--- src/rtl/instr_timing_consts.svh ---
// Timing, length and address constants for the instruction timing block
`ifndef INSTR_TIMING_CONSTS_SVH
`define INSTR_TIMING_CONSTS_SVH
`define SFR_SPACE_BASE   8'h80
`define DIRECT_RAM_TOP   8'h7F
`define LEN_ONE          2'h1
`define LEN_TWO          2'h2
`define LEN_THREE        2'h3
`define CYC_ONE          4'h1
`define CYC_TWO          4'h2
`define CYC_THREE        4'h3
`define CYC_MUL          4'h4
`define CYC_DIV          4'h8
`define OPC_MUL          8'hA4
`define OPC_DIV          8'h84
`define OPC_MOV_DIR_DIR  8'h85
`define OPC_MOV_PTR_IMM  8'h90
`define OPC_CODE_PTR     8'h93
`define OPC_CODE_PC      8'h83
`define OPC_XMOV_RD_DP   8'hE0
`define OPC_XMOV_WR_DP   8'hF0
`define OPC_PUSH         8'hC0
`define OPC_POP          8'hD0
`define OPC_MOV_DIR_IND  8'h86
`endif

--- src/rtl/instr_timing_pkg.sv ---
// Types shared by the instruction timing block
package instr_timing_pkg;
  typedef enum logic [1:0] {
    XT_NONE,
    XT_EXT_RAM,
    XT_OFFCHIP,
    XT_FLASH
  } xdata_target_t;
endpackage

--- src/rtl/cycle_counter.sv ---
// Cycle counter that holds an instruction for its documented clock count
`timescale 1ns/100ps
module cycle_counter (
  input  wire logic       i_sys_clk,
  input  wire logic       i_rst,
  input  wire logic       i_start,
  input  wire logic [3:0] i_cycles,
  output logic            o_busy,
  output logic            o_last
);
  logic [3:0] remaining;

  always_ff @(posedge i_sys_clk) begin
    if (i_rst) begin
      remaining <= 4'h0;
    end else if (i_start && !o_busy) begin
      remaining <= i_cycles - 4'h1;
    end else if (remaining != 4'h0) begin
      remaining <= remaining - 4'h1;
    end
  end

  assign o_busy = (remaining != 4'h0);
  assign o_last = (remaining == 4'h1) || (i_start && !o_busy && i_cycles == 4'h1);
endmodule

--- src/rtl/core_instr_timing_datapath.sv ---
// Instruction length/cycle decoder and operand routing for the 8-bit core
// ----------------------------------------
// Operation
// ----------------------------------------
// ----------------------------------------
`timescale 1ns/100ps
`include "instr_timing_consts.svh"
module core_instr_timing_datapath (
  input  wire logic                         i_sys_clk,
  input  wire logic                         i_rst,
  input  wire logic                         i_issue,
  input  wire logic [7:0]                   i_opcode,
  input  wire logic [7:0]                   i_direct_addr,
  input  wire logic [1:0]                   i_bank_select,
  input  wire logic                         i_flash_access_en,
  input  wire logic                         i_emif_present,
  input  wire logic [15:0]                  i_xdata_addr,
  input  wire logic [15:0]                  i_ext_ram_size,
  output logic                              o_ready,
  output logic                              o_done,
  output logic [1:0]                        o_length,
  output logic [3:0]                        o_cycles,
  output logic                              o_direct_is_sfr,
  output logic [4:0]                        o_bank_reg_addr,
  output logic                              o_writes_direct,
  output instr_timing_pkg::xdata_target_t   o_xdata_target,
  output logic                              o_emif_request
);
  // ----------------------------------------
  // Opcode classification
  // ----------------------------------------
  wire [3:0] hi = i_opcode[7:4];
  wire [3:0] lo = i_opcode[3:0];
  wire is_alu_hi    = (hi == 4'h2) || (hi == 4'h3) || (hi == 4'h9)
                    || (hi == 4'h4) || (hi == 4'h5) || (hi == 4'h6);
  wire is_logic_hi  = (hi == 4'h4) || (hi == 4'h5) || (hi == 4'h6);
  wire is_reg_op    = i_opcode[3];
  wire is_ind_op    = (lo == 4'h6) || (lo == 4'h7);
  wire alu_reg      = is_alu_hi && is_reg_op;
  wire alu_dir      = is_alu_hi && (lo == 4'h5);
  wire alu_ind      = is_alu_hi && is_ind_op;
  wire alu_imm      = is_alu_hi && (lo == 4'h4);
  wire logic_dir_a  = is_logic_hi && (lo == 4'h2);
  wire logic_dir_im = is_logic_hi && (lo == 4'h3);
  wire acc_unary    = (i_opcode == 8'h03) || (i_opcode == 8'h13) || (i_opcode == 8'h23)
                    || (i_opcode == 8'h33) || (i_opcode == 8'hE4) || (i_opcode == 8'hF4)
                    || (i_opcode == 8'hC4);
  wire mov_dir_dir  = (i_opcode == `OPC_MOV_DIR_DIR);
  wire mov_dir_ind  = (i_opcode[7:1] == 7'h43);
  wire mov_ind_acc  = (i_opcode[7:1] == 7'h7B);
  wire ptr_load     = (i_opcode == `OPC_MOV_PTR_IMM);
  wire code_read    = (i_opcode == `OPC_CODE_PTR) || (i_opcode == `OPC_CODE_PC);
  wire xmov_ri      = (i_opcode[7:1] == 7'h71) || (i_opcode[7:1] == 7'h79);
  wire xmov_dp      = (i_opcode == `OPC_XMOV_RD_DP) || (i_opcode == `OPC_XMOV_WR_DP);
  wire push_pop     = (i_opcode == `OPC_PUSH) || (i_opcode == `OPC_POP);
  wire nib_xchg     = (i_opcode[7:1] == 7'h6B);
  wire xch_reg      = (hi == 4'hC) && is_reg_op;
  wire is_mul       = (i_opcode == `OPC_MUL);
  wire is_div       = (i_opcode == `OPC_DIV);
  wire is_xmov      = xmov_ri || xmov_dp;

  // ----------------------------------------
  // Length and cycle lookup, plain clocks
  // ----------------------------------------
  logic [1:0] next_length;
  logic [3:0] next_cycles;
  always_comb begin
    next_length = `LEN_ONE;
    next_cycles = `CYC_ONE;
    if (is_mul) begin
      next_cycles = `CYC_MUL;
    end else if (is_div) begin
      next_cycles = `CYC_DIV;
    end else if (logic_dir_im || mov_dir_dir || ptr_load) begin
      next_length = `LEN_THREE;
      next_cycles = `CYC_THREE;
    end else if (code_read || is_xmov) begin
      next_cycles = `CYC_THREE;
    end else if (alu_dir || alu_imm || logic_dir_a || mov_dir_ind || push_pop) begin
      next_length = `LEN_TWO;
      next_cycles = `CYC_TWO;
    end else if (alu_ind || mov_ind_acc || nib_xchg) begin
      next_cycles = `CYC_TWO;
    end else if (alu_reg || acc_unary || xch_reg) begin
      next_cycles = `CYC_ONE;
    end
  end

  // ----------------------------------------
  // External data target routing
  // ----------------------------------------
  instr_timing_pkg::xdata_target_t next_target;
  wire in_ext_ram = (i_xdata_addr < i_ext_ram_size);
  always_comb begin
    if (!is_xmov) begin
      next_target = instr_timing_pkg::XT_NONE;
    end else if (i_flash_access_en) begin
      next_target = instr_timing_pkg::XT_FLASH;
    end else if (in_ext_ram || !i_emif_present) begin
      next_target = instr_timing_pkg::XT_EXT_RAM;
    end else begin
      next_target = instr_timing_pkg::XT_OFFCHIP;
    end
  end

  // ----------------------------------------
  // Issue and hold
  // ----------------------------------------
  logic busy;
  logic last;
  wire  take = i_issue && o_ready;
  cycle_counter u_cycles (
    .i_sys_clk (i_sys_clk),
    .i_rst     (i_rst),
    .i_start   (take),
    .i_cycles  (next_cycles),
    .o_busy    (busy),
    .o_last    (last)
  );
  assign o_ready = !busy;
  assign o_done  = last;

  always_ff @(posedge i_sys_clk) begin
    if (i_rst) begin
      o_length        <= 2'h0;
      o_cycles        <= 4'h0;
      o_direct_is_sfr <= 1'b0;
      o_bank_reg_addr <= 5'h00;
      o_writes_direct <= 1'b0;
      o_xdata_target  <= instr_timing_pkg::XT_NONE;
      o_emif_request  <= 1'b0;
    end else if (take) begin
      o_length        <= next_length;
      o_cycles        <= next_cycles;
      o_direct_is_sfr <= (i_direct_addr >= `SFR_SPACE_BASE);
      o_bank_reg_addr <= {i_bank_select, i_opcode[2:0]};
      o_writes_direct <= logic_dir_a || logic_dir_im;
      o_xdata_target  <= next_target;
      o_emif_request  <= (next_target == instr_timing_pkg::XT_OFFCHIP);
    end
  end

  // ----------------------------------------
  // Checks
  // ----------------------------------------
  property p_mul_four;
    @(posedge i_sys_clk) disable iff (i_rst)
    (take && is_mul) |=> !o_ready [*3] ##1 o_ready;
  endproperty
  a_mul_four: assert property (p_mul_four) else $error("multiply not 4 cycles");

  property p_div_eight;
    @(posedge i_sys_clk) disable iff (i_rst)
    (take && is_div) |=> !o_ready [*7] ##1 o_ready;
  endproperty
  a_div_eight: assert property (p_div_eight) else $error("divide not 8 cycles");

  property p_three_bytes;
    @(posedge i_sys_clk) disable iff (i_rst)
    (take && (logic_dir_im || mov_dir_dir || ptr_load)) |=> (o_length == 2'h3 && o_cycles == 4'h3);
  endproperty
  a_three_bytes: assert property (p_three_bytes) else $error("three byte group wrong");

  property p_xmov_three;
    @(posedge i_sys_clk) disable iff (i_rst)
    (take && is_xmov) |=> !o_ready [*2] ##1 o_ready;
  endproperty
  a_xmov_three: assert property (p_xmov_three) else $error("external move not 3 cycles");

  property p_single_cycle;
    @(posedge i_sys_clk) disable iff (i_rst)
    (take && (alu_reg || acc_unary || xch_reg)) |-> o_done ##1 o_ready;
  endproperty
  a_single_cycle: assert property (p_single_cycle) else $error("single cycle op stalled");

  property p_ind_two;
    @(posedge i_sys_clk) disable iff (i_rst)
    (take && (alu_ind || mov_ind_acc || nib_xchg)) |=> (o_length == 2'h1 && o_cycles == 4'h2);
  endproperty
  a_ind_two: assert property (p_ind_two) else $error("indirect op timing wrong");

  property p_sfr_split;
    @(posedge i_sys_clk) disable iff (i_rst)
    take |=> (o_direct_is_sfr == $past(i_direct_addr[7]));
  endproperty
  a_sfr_split: assert property (p_sfr_split) else $error("direct space select wrong");

  property p_emif_route;
    @(posedge i_sys_clk) disable iff (i_rst)
    (take && is_xmov && !i_flash_access_en && !in_ext_ram && i_emif_present) |=> o_emif_request;
  endproperty
  a_emif_route: assert property (p_emif_route) else $error("off-chip move missed interface");

  property p_flash_route;
    @(posedge i_sys_clk) disable iff (i_rst)
    (take && is_xmov && i_flash_access_en) |=> (o_xdata_target == instr_timing_pkg::XT_FLASH);
  endproperty
  a_flash_route: assert property (p_flash_route) else $error("flash route wrong");

  // Raw opcode checks up to a_bank_addr, kept apart from the decode wires so a slip in them shows up
  property p_two_direct;
    @(posedge i_sys_clk) disable iff (i_rst)
    (take && (i_opcode inside {8'h25, 8'h35, 8'h95, 8'h45, 8'h55, 8'h65})) |=> (o_length == 2'h2 && o_cycles == 4'h2);
  endproperty
  a_two_direct: assert property (p_two_direct) else $error("direct into accumulator timing wrong");

  property p_imm_acc;
    @(posedge i_sys_clk) disable iff (i_rst)
    (take && (i_opcode inside {8'h24, 8'h34, 8'h94, 8'h44, 8'h54, 8'h64})) |=> (o_length == 2'h2 && o_cycles == 4'h2);
  endproperty
  a_imm_acc: assert property (p_imm_acc) else $error("immediate with accumulator timing wrong");

  property p_acc_to_dir;
    @(posedge i_sys_clk) disable iff (i_rst)
    (take && (i_opcode inside {8'h42, 8'h52, 8'h62})) |=> (o_length == 2'h2 && o_cycles == 4'h2 && o_writes_direct);
  endproperty
  a_acc_to_dir: assert property (p_acc_to_dir) else $error("accumulator into direct byte wrong");

  property p_dir_move;
    @(posedge i_sys_clk) disable iff (i_rst)
    (take && i_opcode == 8'h85) |=> (o_length == 2'h3 && o_cycles == 4'h3 && !o_writes_direct);
  endproperty
  a_dir_move: assert property (p_dir_move) else $error("direct to direct move wrong");

  property p_ptr_load;
    @(posedge i_sys_clk) disable iff (i_rst)
    (take && i_opcode == 8'h90) |=> (o_length == 2'h3 && o_cycles == 4'h3);
  endproperty
  a_ptr_load: assert property (p_ptr_load) else $error("pointer load timing wrong");

  property p_ind_to_dir;
    @(posedge i_sys_clk) disable iff (i_rst)
    (take && i_opcode[7:1] == 7'h43) |=> (o_length == 2'h2 && o_cycles == 4'h2);
  endproperty
  a_ind_to_dir: assert property (p_ind_to_dir) else $error("indirect to direct move wrong");

  property p_acc_store;
    @(posedge i_sys_clk) disable iff (i_rst)
    (take && i_opcode[7:1] == 7'h7B) |=> (o_length == 2'h1 && o_cycles == 4'h2);
  endproperty
  a_acc_store: assert property (p_acc_store) else $error("accumulator store timing wrong");

  property p_code_read;
    @(posedge i_sys_clk) disable iff (i_rst)
    (take && (i_opcode == 8'h93 || i_opcode == 8'h83)) |=> (o_length == 2'h1 && o_cycles == 4'h3);
  endproperty
  a_code_read: assert property (p_code_read) else $error("code byte read timing wrong");

  property p_stack;
    @(posedge i_sys_clk) disable iff (i_rst)
    (take && (i_opcode == 8'hC0 || i_opcode == 8'hD0)) |=> (o_length == 2'h2 && o_cycles == 4'h2);
  endproperty
  a_stack: assert property (p_stack) else $error("stack move timing wrong");

  property p_nibble_xchg;
    @(posedge i_sys_clk) disable iff (i_rst)
    (take && i_opcode[7:1] == 7'h6B) |=> (o_length == 2'h1 && o_cycles == 4'h2);
  endproperty
  a_nibble_xchg: assert property (p_nibble_xchg) else $error("low nibble exchange timing wrong");

  property p_reg_xchg;
    @(posedge i_sys_clk) disable iff (i_rst)
    (take && i_opcode[7:3] == 5'h19) |=> (o_length == 2'h1 && o_cycles == 4'h1);
  endproperty
  a_reg_xchg: assert property (p_reg_xchg) else $error("register exchange timing wrong");

  property p_acc_unary;
    @(posedge i_sys_clk) disable iff (i_rst)
    (take && (i_opcode inside {8'h03, 8'h13, 8'h23, 8'h33, 8'hE4, 8'hF4, 8'hC4}))
      |=> (o_length == 2'h1 && o_cycles == 4'h1);
  endproperty
  a_acc_unary: assert property (p_acc_unary) else $error("accumulator-only op timing wrong");

  property p_bank_addr;
    @(posedge i_sys_clk) disable iff (i_rst)
    take |=> (o_bank_reg_addr == {$past(i_bank_select), $past(i_opcode[2:0])});
  endproperty
  a_bank_addr: assert property (p_bank_addr) else $error("bank register address wrong");

  property p_ext_ram_route;
    @(posedge i_sys_clk) disable iff (i_rst)
    (take && is_xmov && !i_flash_access_en && (in_ext_ram || !i_emif_present))
      |=> (o_xdata_target == instr_timing_pkg::XT_EXT_RAM && !o_emif_request);
  endproperty
  a_ext_ram_route: assert property (p_ext_ram_route) else $error("on-chip route wrong");

  property p_done_then_ready;
    @(posedge i_sys_clk) disable iff (i_rst)
    o_done |=> o_ready;
  endproperty
  a_done_then_ready: assert property (p_done_then_ready) else $error("not ready after final cycle");

  property p_busy_hold;
    @(posedge i_sys_clk) disable iff (i_rst)
    !o_ready |=> ($stable(o_cycles) && $stable(o_length) && $stable(o_xdata_target));
  endproperty
  a_busy_hold: assert property (p_busy_hold) else $error("request taken while busy");
endmodule

--- config.mk ---
export PLATFORM = sky130hd
export DESIGN_NAME = core_instr_timing_datapath
export DESIGN_NICKNAME = d
export VERILOG_FILES = /design/src/rtl/instr_timing_pkg.sv /design/src/rtl/cycle_counter.sv /design/src/rtl/core_instr_timing_datapath.sv
export VERILOG_INCLUDE_DIRS = /design/src /design/src/rtl
export SDC_FILE = /design/constraint.sdc
export NUM_CORES = 1
export LEC_CHECK = 0
export ABC_AREA = 1
export BUFFER_PORTS_ARGS = -buffer_cell sky130_fd_sc_hd__buf_2
export CAP_MARGIN = 20
export CORE_ASPECT_RATIO = 1.25
export CORE_MARGIN = 4
export CORE_UTILIZATION = 46
export CTS_CLUSTER_SIZE = 16
export DETAILED_ROUTE_END_ITERATION = 16
export PLACE_DENSITY = 0.8
export REMOVE_ABC_BUFFERS = 1
export SETUP_SLACK_MARGIN = 0.1
export SLEW_MARGIN = 20
export SYNTH_ARGS = -nofsm -noshare
export SYNTH_HDL_FRONTEND = slang
export SYNTH_SLANG_ARGS = --single-unit
--- constraint.sdc ---
create_clock -name i_sys_clk -period 2 [get_ports i_sys_clk]
set_clock_uncertainty 0.05 [all_clocks]
set_input_delay 0.2 -clock i_sys_clk [delete_from_list [all_inputs] [get_ports i_sys_clk]]
set_output_delay 0.2 -clock i_sys_clk [all_outputs]
set_load 0.01 [all_outputs]
==> impl_metrics.py, run 1 <==
metrics = {
    "worst_setup_path": {
        "required_ns": 1.75,
        "cpLargestDelayFamily": "simple AND/OR/NAND/NOR gates",
        "crit_top_cell": "nor2_4",
        "worstPathCellList": "buf_4 > inv_4 > nand3_4 > nor2_4 > nor3_4 > o21ai_1 > nand2_1 > nand2_2 > nor2_4 > ha_4 > a22o_1 > buf_2",
        "start_kind": "input pin",
        "critPathLaunch": "i_opcode[6]",
        "path_class": "in -> out",
        "cpPeakStageDelay_ns": 0.18,
        "rr_endpoint": "o_emif_request",
        "cp-endpoint": "o_done",
        "cp_max_fo": 5,
        "reg2reg_from": "u_cycles.remaining[1]",
        "reg2reg_depth": 9,
        "cp_num_buf_inv": 3,
        "arrival_ns": 1.60,
        "cp-end-kind": "output pin",
        "rrSetupSlack_ns": 0.42,
        "crit_path_top_delay_cell": "a22o_1",
        "crit_cells": 12,
    },
    "global_routing": {
        "antenna_found_initial": 0,
        "grt.total_usage_pct": 17.1,
        "grt_max_degree": 23,
        "grt_first_pass_wirelength_mm": 5.94,
        "gr-total-overflow": 0,
        "grt_pass1_vias": 1504,
    },
    "routing": {
        "routed_wl_mm": 3.92,
        "viasPerCell": 5.04,
        "num_vias": 1689,
        "dr.pass1.iters": 4,
        "initialDrtViolationCount": 53,
        "ant_nets": 0,
        "wl_per_cell_um": 11.7,
        "drc": 0,
    },
    "floorplanning": {
        "dieArea_um2": 4270,
        "core.rowCount": 23,
        "ios": 73,
        "die_h_um": 72.0,
        "start_util_pct": 47.2,
        "core_area_um2": 3190,
        "die_w_um": 59.2,
    },
    "final_layout": {
        "n_fill_cell": 295,
        "fin_cells": 335,
        "area_growth_syn_to_layout_pct": 39.0,
        "layout-drive-gt1-share_pct": 36.9,
        "diodes": 0,
        "layout_commonest_cell": "buf_2",
        "fin_area_um2": 2100,
        "fin_nets": 373,
        "layout_common_cells": "62 x buf_2, 40 x nand2_1, 38 x inv_1, 19 x dfxtp_1",
    },
    "power": {
        "ir_drop_mv": 0.864,
        "internal_power_mw": 1.11,
        "switching_share_pct": 36.7,
        "seqPwrFrac_pct": 33.5,
        "switchingPower_mw": 0.645,
        "p_leak_nw": 1.20,
        "pwr-share-clk_pct": 23.3,
        "p_per_area_nw_per_um2": 837,
        "combPwrFrac_pct": 43.3,
    },
    "placement": {
        "io_buffers": 65,
        "dp_cells": 328,
        "place_area_um2": 1870,
        "dp_slack_ns": 0.100,
        "hpwlAfterDp_mm": 2.84,
        "gp_congestion": 0.884,
    },
    "sta": {
        "finalHoldViolCount": 0,
        "layout_min_cycle_time_ns": 1.85,
        "finalCritPeriodShare_pct": 92.4,
        "timing.slew.headroom_pct": 73.1,
        "finalSetupTns_ns": 0,
        "tightest_slew_ns": 0.404,
        "maxSlewViolCount": 0,
        "layout_setup_ws_ns": 0.151,
        "rsz0062_at_grt": "no",
        "setup_viol": 0,
        "max_freq_mhz": 541,
    },
    "yosys": {
        "synth_top_area_share_pct": 26.5,
        "synthXorXnorAreaFrac_pct": 0.580,
        "syn_inst": 228,
        "syn_area_per_cell_um2": 6.62,
        "ys_seq_area_share_pct": 26.5,
        "synth_mux_area_share_pct": 0,
        "async_flop_share_pct": 0,
        "synth-edff-count": 0,
        "yosys.area_share.simple_pct": 27.2,
        "synth_top_family_by_area": "simple AND/OR/NAND/NOR gates",
        "synthFlopType": "dfxtp_1",
        "ys_ff_latch": 20,
        "syn_area_um2": 1510,
        "yosys_warnings": 0,
        "synth.distinct_cells": 30,
        "synth-compound-area-share_pct": 16.9,
        "synth_area_leaders": "dfxtp_1 27%, ha_1 16%, inv_1 10%",
        "synth_top_area_cell": "dfxtp_1",
        "synthAdderAreaFrac_pct": 15.8,
    },
    "cts": {
        "clk_latency_ns": 0.26,
        "root_buffer": "clkbuf_8",
        "clk_pin_slew_ns": 0.08,
        "clockBufferDepth": 2,
        "cts_htree_levels": 1,
        "tritoncts": "built",
        "cts_buffers": 3,
        "clkSinkCount": 20,
    },
    "hold_path": {
        "hold_path.class": "in -> reg",
    },
    "run": {
        "max_cap_violations": 0,
    },
    "run_status": {
        "outcome": "completed",
    },
}
==> power groups by stage <==
stage | registers (mW) | clock network (mW) | logic, mW
floorplan | 0.637 | 0 | 0.393
global placement | 0.592 | 0 | 0.700
detailed placement | 0.593 | 0 | 0.710
CTS | 0.587 | 0.418 | 0.717
global route | 0.605 | 0.433 | 0.861
finish | 0.588 | 0.408 | 0.760
==> cell families (layout without fill, tap and decap cells) <==
family	Yosys count	count (layout)
xor gates and xnor gates	1	1
buffers and inverters	50	120
DFF	20	20
and+or+nand+nor	92	92
adders and majority gates	19	19
AOI/OAI and AO/OA	46	46
==> layer usage <==
metal	vias to the layer above	routed length, um	global-route usage, %
met2	70	2020	31.0
met4	0	102	5.54
met1	736	1490	20.0
li1	872	-	-
met5	-	0	0
met3	11	309	2.67
==> worst reg2reg max path, cell delays in order (launching register included) <==
cell and delay, ns:
dfxtp_1 0.32, inv_1 0.09, ha_1 0.19, nand2_1 0.10, nor2_2 0.11, inv_1 0.08
buf_4 0.18, nor2_1 0.14, nand4_1 0.11, a21oi_1 0.14
==> area by class of cell <==
type | instances | area (um2) | share of cell area, %
clock buffers | 3 | 41.3 | 1.97
multi-input cells | 158 | 1030 | 48.9
flip-flops and latches | 20 | 402 | 19.2
well taps | 37 | 46.3 | 2.21
inverters | 46 | 178 | 8.47
clock inverters | 1 | 30.0 | 1.43
repair buffers | 70 | 374 | 17.8
==> cell usage after synthesis (all sizes together), types with 2 or more instances <==
master and instances:
ha 19, buf 2, a21oi 19, nor3 7, o21ai 21, nand2 43
nand4 4, inv 46, nor2 28, dfxtp 20, clkbuf 2, nand3 9
==> metrics by stage <==
stage	total power [mW]	hold slack, ns	util (%)
4_1_cts	1.72	0.102	61.0
2_1_floorplan	1.03	0.219	-
5_1_grt	1.90	0.123	65.6
3_5_place_dp	1.30	0.389	58.6
3_3_place_gp	1.29	0.375	58.6
6_report	1.76	0.105	65.6
==> worst min-delay path by stage <==
| stage | from | to | slack (ns) | depth (start not counted) |
|---|---|---|---|---|
| final | i_bank_select[1] | o_bank_reg_addr[4] | 0.11 | 3 |
| after global routing | i_bank_select[1] | o_bank_reg_addr[4] | 0.12 | 3 |
| after CTS | i_bank_select[1] | o_bank_reg_addr[4] | 0.10 | 3 |
| after detailed placement | i_bank_select[0] | o_bank_reg_addr[3] | 0.39 | 3 |
| after global placement | i_bank_select[0] | o_bank_reg_addr[3] | 0.38 | 3 |
| after floorplan | i_rst | o_emif_request | 0.22 | 1 |
==> flip-flops by register name, indices dropped and copies added (netlist names) <==
signal,cells
o_bank_reg_addr,5
o_cycles,4
o_direct_is_sfr,1
o_emif_request,1
o_length,2
o_writes_direct,1
o_xdata_target,2
u_cycles.remaining,4
==> repair_timing <==
action	4_1_cts	5_1_grt
endpoints found under the setup margin	1	1
gates resized for setup	2	38
buffers inserted	0	3
hold buffers	0	0
pin swaps	0	11
(Power assumes the default switching activity.)
==> run 2: changes to the inputs <==
--- a/config.mk
+++ b/config.mk
@@ -6,16 +6,16 @@
 export SDC_FILE = /design/constraint.sdc
 export NUM_CORES = 1
 export LEC_CHECK = 0
-export ABC_AREA = 1
 export BUFFER_PORTS_ARGS = -buffer_cell sky130_fd_sc_hd__buf_2
 export CAP_MARGIN = 20
+export CELL_PAD_IN_SITES_DETAIL_PLACEMENT = 1
+export CELL_PAD_IN_SITES_GLOBAL_PLACEMENT = 2
 export CORE_ASPECT_RATIO = 1.25
 export CORE_MARGIN = 4
-export CORE_UTILIZATION = 46
+export CORE_UTILIZATION = 24
 export CTS_CLUSTER_SIZE = 16
 export DETAILED_ROUTE_END_ITERATION = 16
-export PLACE_DENSITY = 0.8
-export REMOVE_ABC_BUFFERS = 1
+export PLACE_DENSITY_LB_ADDON = 0.1
 export SETUP_SLACK_MARGIN = 0.1
 export SLEW_MARGIN = 20
 export SYNTH_ARGS = -nofsm -noshare
==> run 2 against run 1 <==
The flow now finishes with violations (setup timing). Via count rose by 7.5%. Clock power is 37% lower. Flip-flop and latch count unchanged. Die area increased by 81%. Power is 5.0% lower. Setup slack got worse by 0.46 ns. Utilization decreased by 27 points. Sequential power fell by 7.5%.
==> impl_metrics.py, run 2 <==
metrics = {
    "run_status": {
        "outcome": "complete, but fails checks",
        "violations": "setup timing",
    },
    "global_routing": {
        "grt.total_usage_pct": 14.4,
        "gr-total-overflow": 0,
        "grt_max_degree": 18,
        "grt_pass1_vias": 1994,
        "grt_first_pass_wirelength_mm": 9.00,
        "antenna_found_initial": 0,
    },
    "yosys": {
        "synthAdderAreaFrac_pct": 15.5,
        "async_flop_share_pct": 0,
        "syn_area_um2": 1530,
        "synth_top_area_share_pct": 26.1,
        "synth-compound-area-share_pct": 21.3,
        "syn_area_per_cell_um2": 7.40,
        "synth_top_family_by_area": "simple AND/OR/NAND/NOR gates",
        "synth_top_area_cell": "dfxtp_1",
        "synth.distinct_cells": 43,
        "synth-edff-count": 0,
        "yosys.area_share.simple_pct": 27.6,
        "syn_nets": 281,
        "synth_area_leaders": "dfxtp_1 26%, ha_1 16%, a21oi_1 8.8%",
        "synthXorXnorAreaFrac_pct": 1.14,
        "synth_mux_area_share_pct": 0,
        "yosys_warnings": 0,
        "ys_ff_latch": 20,
        "synthFlopType": "dfxtp_1",
        "synth_common_cells": "27 x a21oi_1, 27 x nand2_1, 23 x inv_1",
        "ys_seq_area_share_pct": 26.1,
        "syn_inst": 207,
    },
    "cts": {
        "cts_buffers": 3,
        "clk_pin_slew_ns": 0.07,
        "tritoncts": "built",
        "cts_htree_levels": 1,
        "clk_latency_ns": 0.25,
        "ctsHoldBuffers": 0,
        "root_buffer": "clkbuf_8",
        "clkSinkCount": 20,
        "clockBufferDepth": 2,
    },
    "routing": {
        "drc": 0,
        "ant_nets": 0,
        "routed_wl_mm": 5.29,
        "wl_per_cell_um": 13.5,
        "top_layer": "met4",
        "wl_met3_um": 245,
        "m1WireLength_mm": 2.06,
        "initialDrtViolationCount": 34,
        "viasPerCell": 4.64,
        "route.met2.wl_mm": 2.89,
        "num_vias": 1816,
        "dr.pass1.iters": 4,
    },
    "floorplanning": {
        "core_area_um2": 6210,
        "core.rowCount": 32,
        "die_w_um": 79.5,
        "die_h_um": 97.3,
        "dieArea_um2": 7740,
        "start_util_pct": 24.7,
        "ios": 73,
    },
    "worst_setup_path": {
        "reg2reg_depth": 8,
        "arrival_ns": 2.06,
        "rr_endpoint": "o_emif_request",
        "cp_max_fo": 2,
        "cp-end-kind": "output pin",
        "path_class": "in -> out",
        "required_ns": 1.75,
        "critPathLaunch": "i_opcode[1]",
        "rrSetupSlack_ns": 0.27,
        "cp-endpoint": "o_done",
        "start_kind": "input pin",
        "reg2reg_from": "u_cycles.remaining[0]",
    },
    "power": {
        "p_leak_nw": 1.20,
        "p_per_area_nw_per_um2": 691,
        "pwr-share-clk_pct": 15.4,
        "combPwrFrac_pct": 52.0,
        "ir_drop_mv": 0.310,
        "internal_power_mw": 1.03,
        "seqPwrFrac_pct": 32.6,
        "switchingPower_mw": 0.641,
        "switching_share_pct": 38.4,
    },
    "final_layout": {
        "fin_cells": 391,
        "top_register": "o_bank_reg_addr",
        "fin_nets": 382,
        "final_util_pct": 38.9,
        "n_fill_cell": 814,
        "diodes": 0,
        "regArea_um2": 400,
        "layout_commonest_cell": "buf_2",
        "layout_common_cells": "62 x buf_2, 35 x buf_4, 26 x nand2_1, 24 x a21oi_1, 22 x inv_1",
        "multi_input_area_um2": 1120,
        "largest_register_ffs": 5,
        "area_growth_syn_to_layout_pct": 57.5,
        "layout-drive-gt1-share_pct": 42.8,
        "top_regs": "o_bank_reg_addr: 5 flops, o_cycles: 4 flops, u_cycles.remaining: 4 flops",
    },
    "sta": {
        "layout_setup_ws_ns": -0.312,
        "finalCritPeriodShare_pct": 116,
        "finalHoldViolCount": 0,
        "timing.slew.headroom_pct": 76.6,
        "rsz0062_at_grt": "yes",
        "tightest_slew_ns": 0.349,
        "maxSlewViolCount": 0,
        "setup_viol": 3,
        "layout_min_cycle_time_ns": 2.31,
        "max_freq_mhz": 432,
    },
    "hold_path": {
        "hold_path.class": "in -> reg",
    },
    "placement": {
        "gp_congestion": 0.738,
        "hpwlAfterDp_mm": 4.42,
        "io_buffers": 65,
        "dp_cells": 381,
    },
    "run": {
        "max_cap_violations": 0,
    },
}
[run 2: worst max-delay path, stage by stage]
cell,delay (ns)
buf_6,0.09
or4b_4,0.54
or3_4,0.39
o211ai_1,0.12
or2_4,0.17
inv_2,0.03
ha_2,0.16
a32o_2,0.23
buf_2,0.13
[run 2: worst min-delay path by stage]
stage,startpoint,end,slack (ns),depth (start not counted)
floorplan,i_opcode[0],o_bank_reg_addr[0],0.29,2
global placement,o_writes_direct,o_writes_direct,0.39,2
detailed placement,i_bank_select[0],o_bank_reg_addr[3],0.40,3
CTS,i_bank_select[1],o_bank_reg_addr[4],0.13,3
global route,i_bank_select[0],o_bank_reg_addr[3],0.15,3
finish,i_bank_select[0],o_bank_reg_addr[3],0.14,3
[run 2: area by class of cell]
cell class / count / area share (%)
Sequential cell: 20 / 16.6
Timing Repair Buffer: 105 / 27.5
Clock buffer: 3 / 1.71
Inverter: 23 / 3.58
Tap cell: 85 / 4.41
Multi-Input combinational cell: 155 / 46.2
[run 2: logic make-up after synthesis]
logic type                 count (synthesis)
and+or+nand+nor                           81
AOI/OAI and AO/OA                         53
buffers and inverters                     32
DFF                                       20
adders and majority gates                 19
xor gates and xnor gates                   2
[run 2: timing repair]
action | in CTS | in global routing
pin swaps | 12 | 6
gates resized for setup | 21 | 11
setup buffers | 11 | 2
setup endpoints to repair | 3 | 19
[run 2: metrics by stage]
stage               setup TNS (ns)  power (mW)  setup slack [ns]  hold slack, ns  area [um2]
finish                      -0.518        1.67            -0.312           0.135        2410
floorplan                   -0.340        1.01            -0.134           0.286        1570
CTS                         -0.808        1.69            -0.325           0.132        2420
detailed placement          -0.908        1.37            -0.327           0.401        2200
global route                -0.742        1.83            -0.365           0.148        2410
global placement            -0.836        1.36            -0.323           0.393        2200
[run 2: power by group through the flow]
| stage | clock network [mW] | logic [mW] | registers, mW |
|---|---|---|---|
| 2_1_floorplan | 0 | 0.442 | 0.570 |
| 3_3_place_gp | 0 | 0.812 | 0.550 |
| 3_5_place_dp | 0 | 0.821 | 0.554 |
| 4_1_cts | 0.272 | 0.875 | 0.546 |
| 5_1_grt | 0.290 | 0.985 | 0.560 |
| 6_report | 0.257 | 0.867 | 0.544 |
[run 2: per-layer routing]
layer | vias to the layer above | global-route usage [%]
met2 | 45 | 28.3
met1 | 843 | 14.7
met3 | 6 | 2.32
met4 | 0 | 5.16
met5 | - | 0
li1 | 922 | -
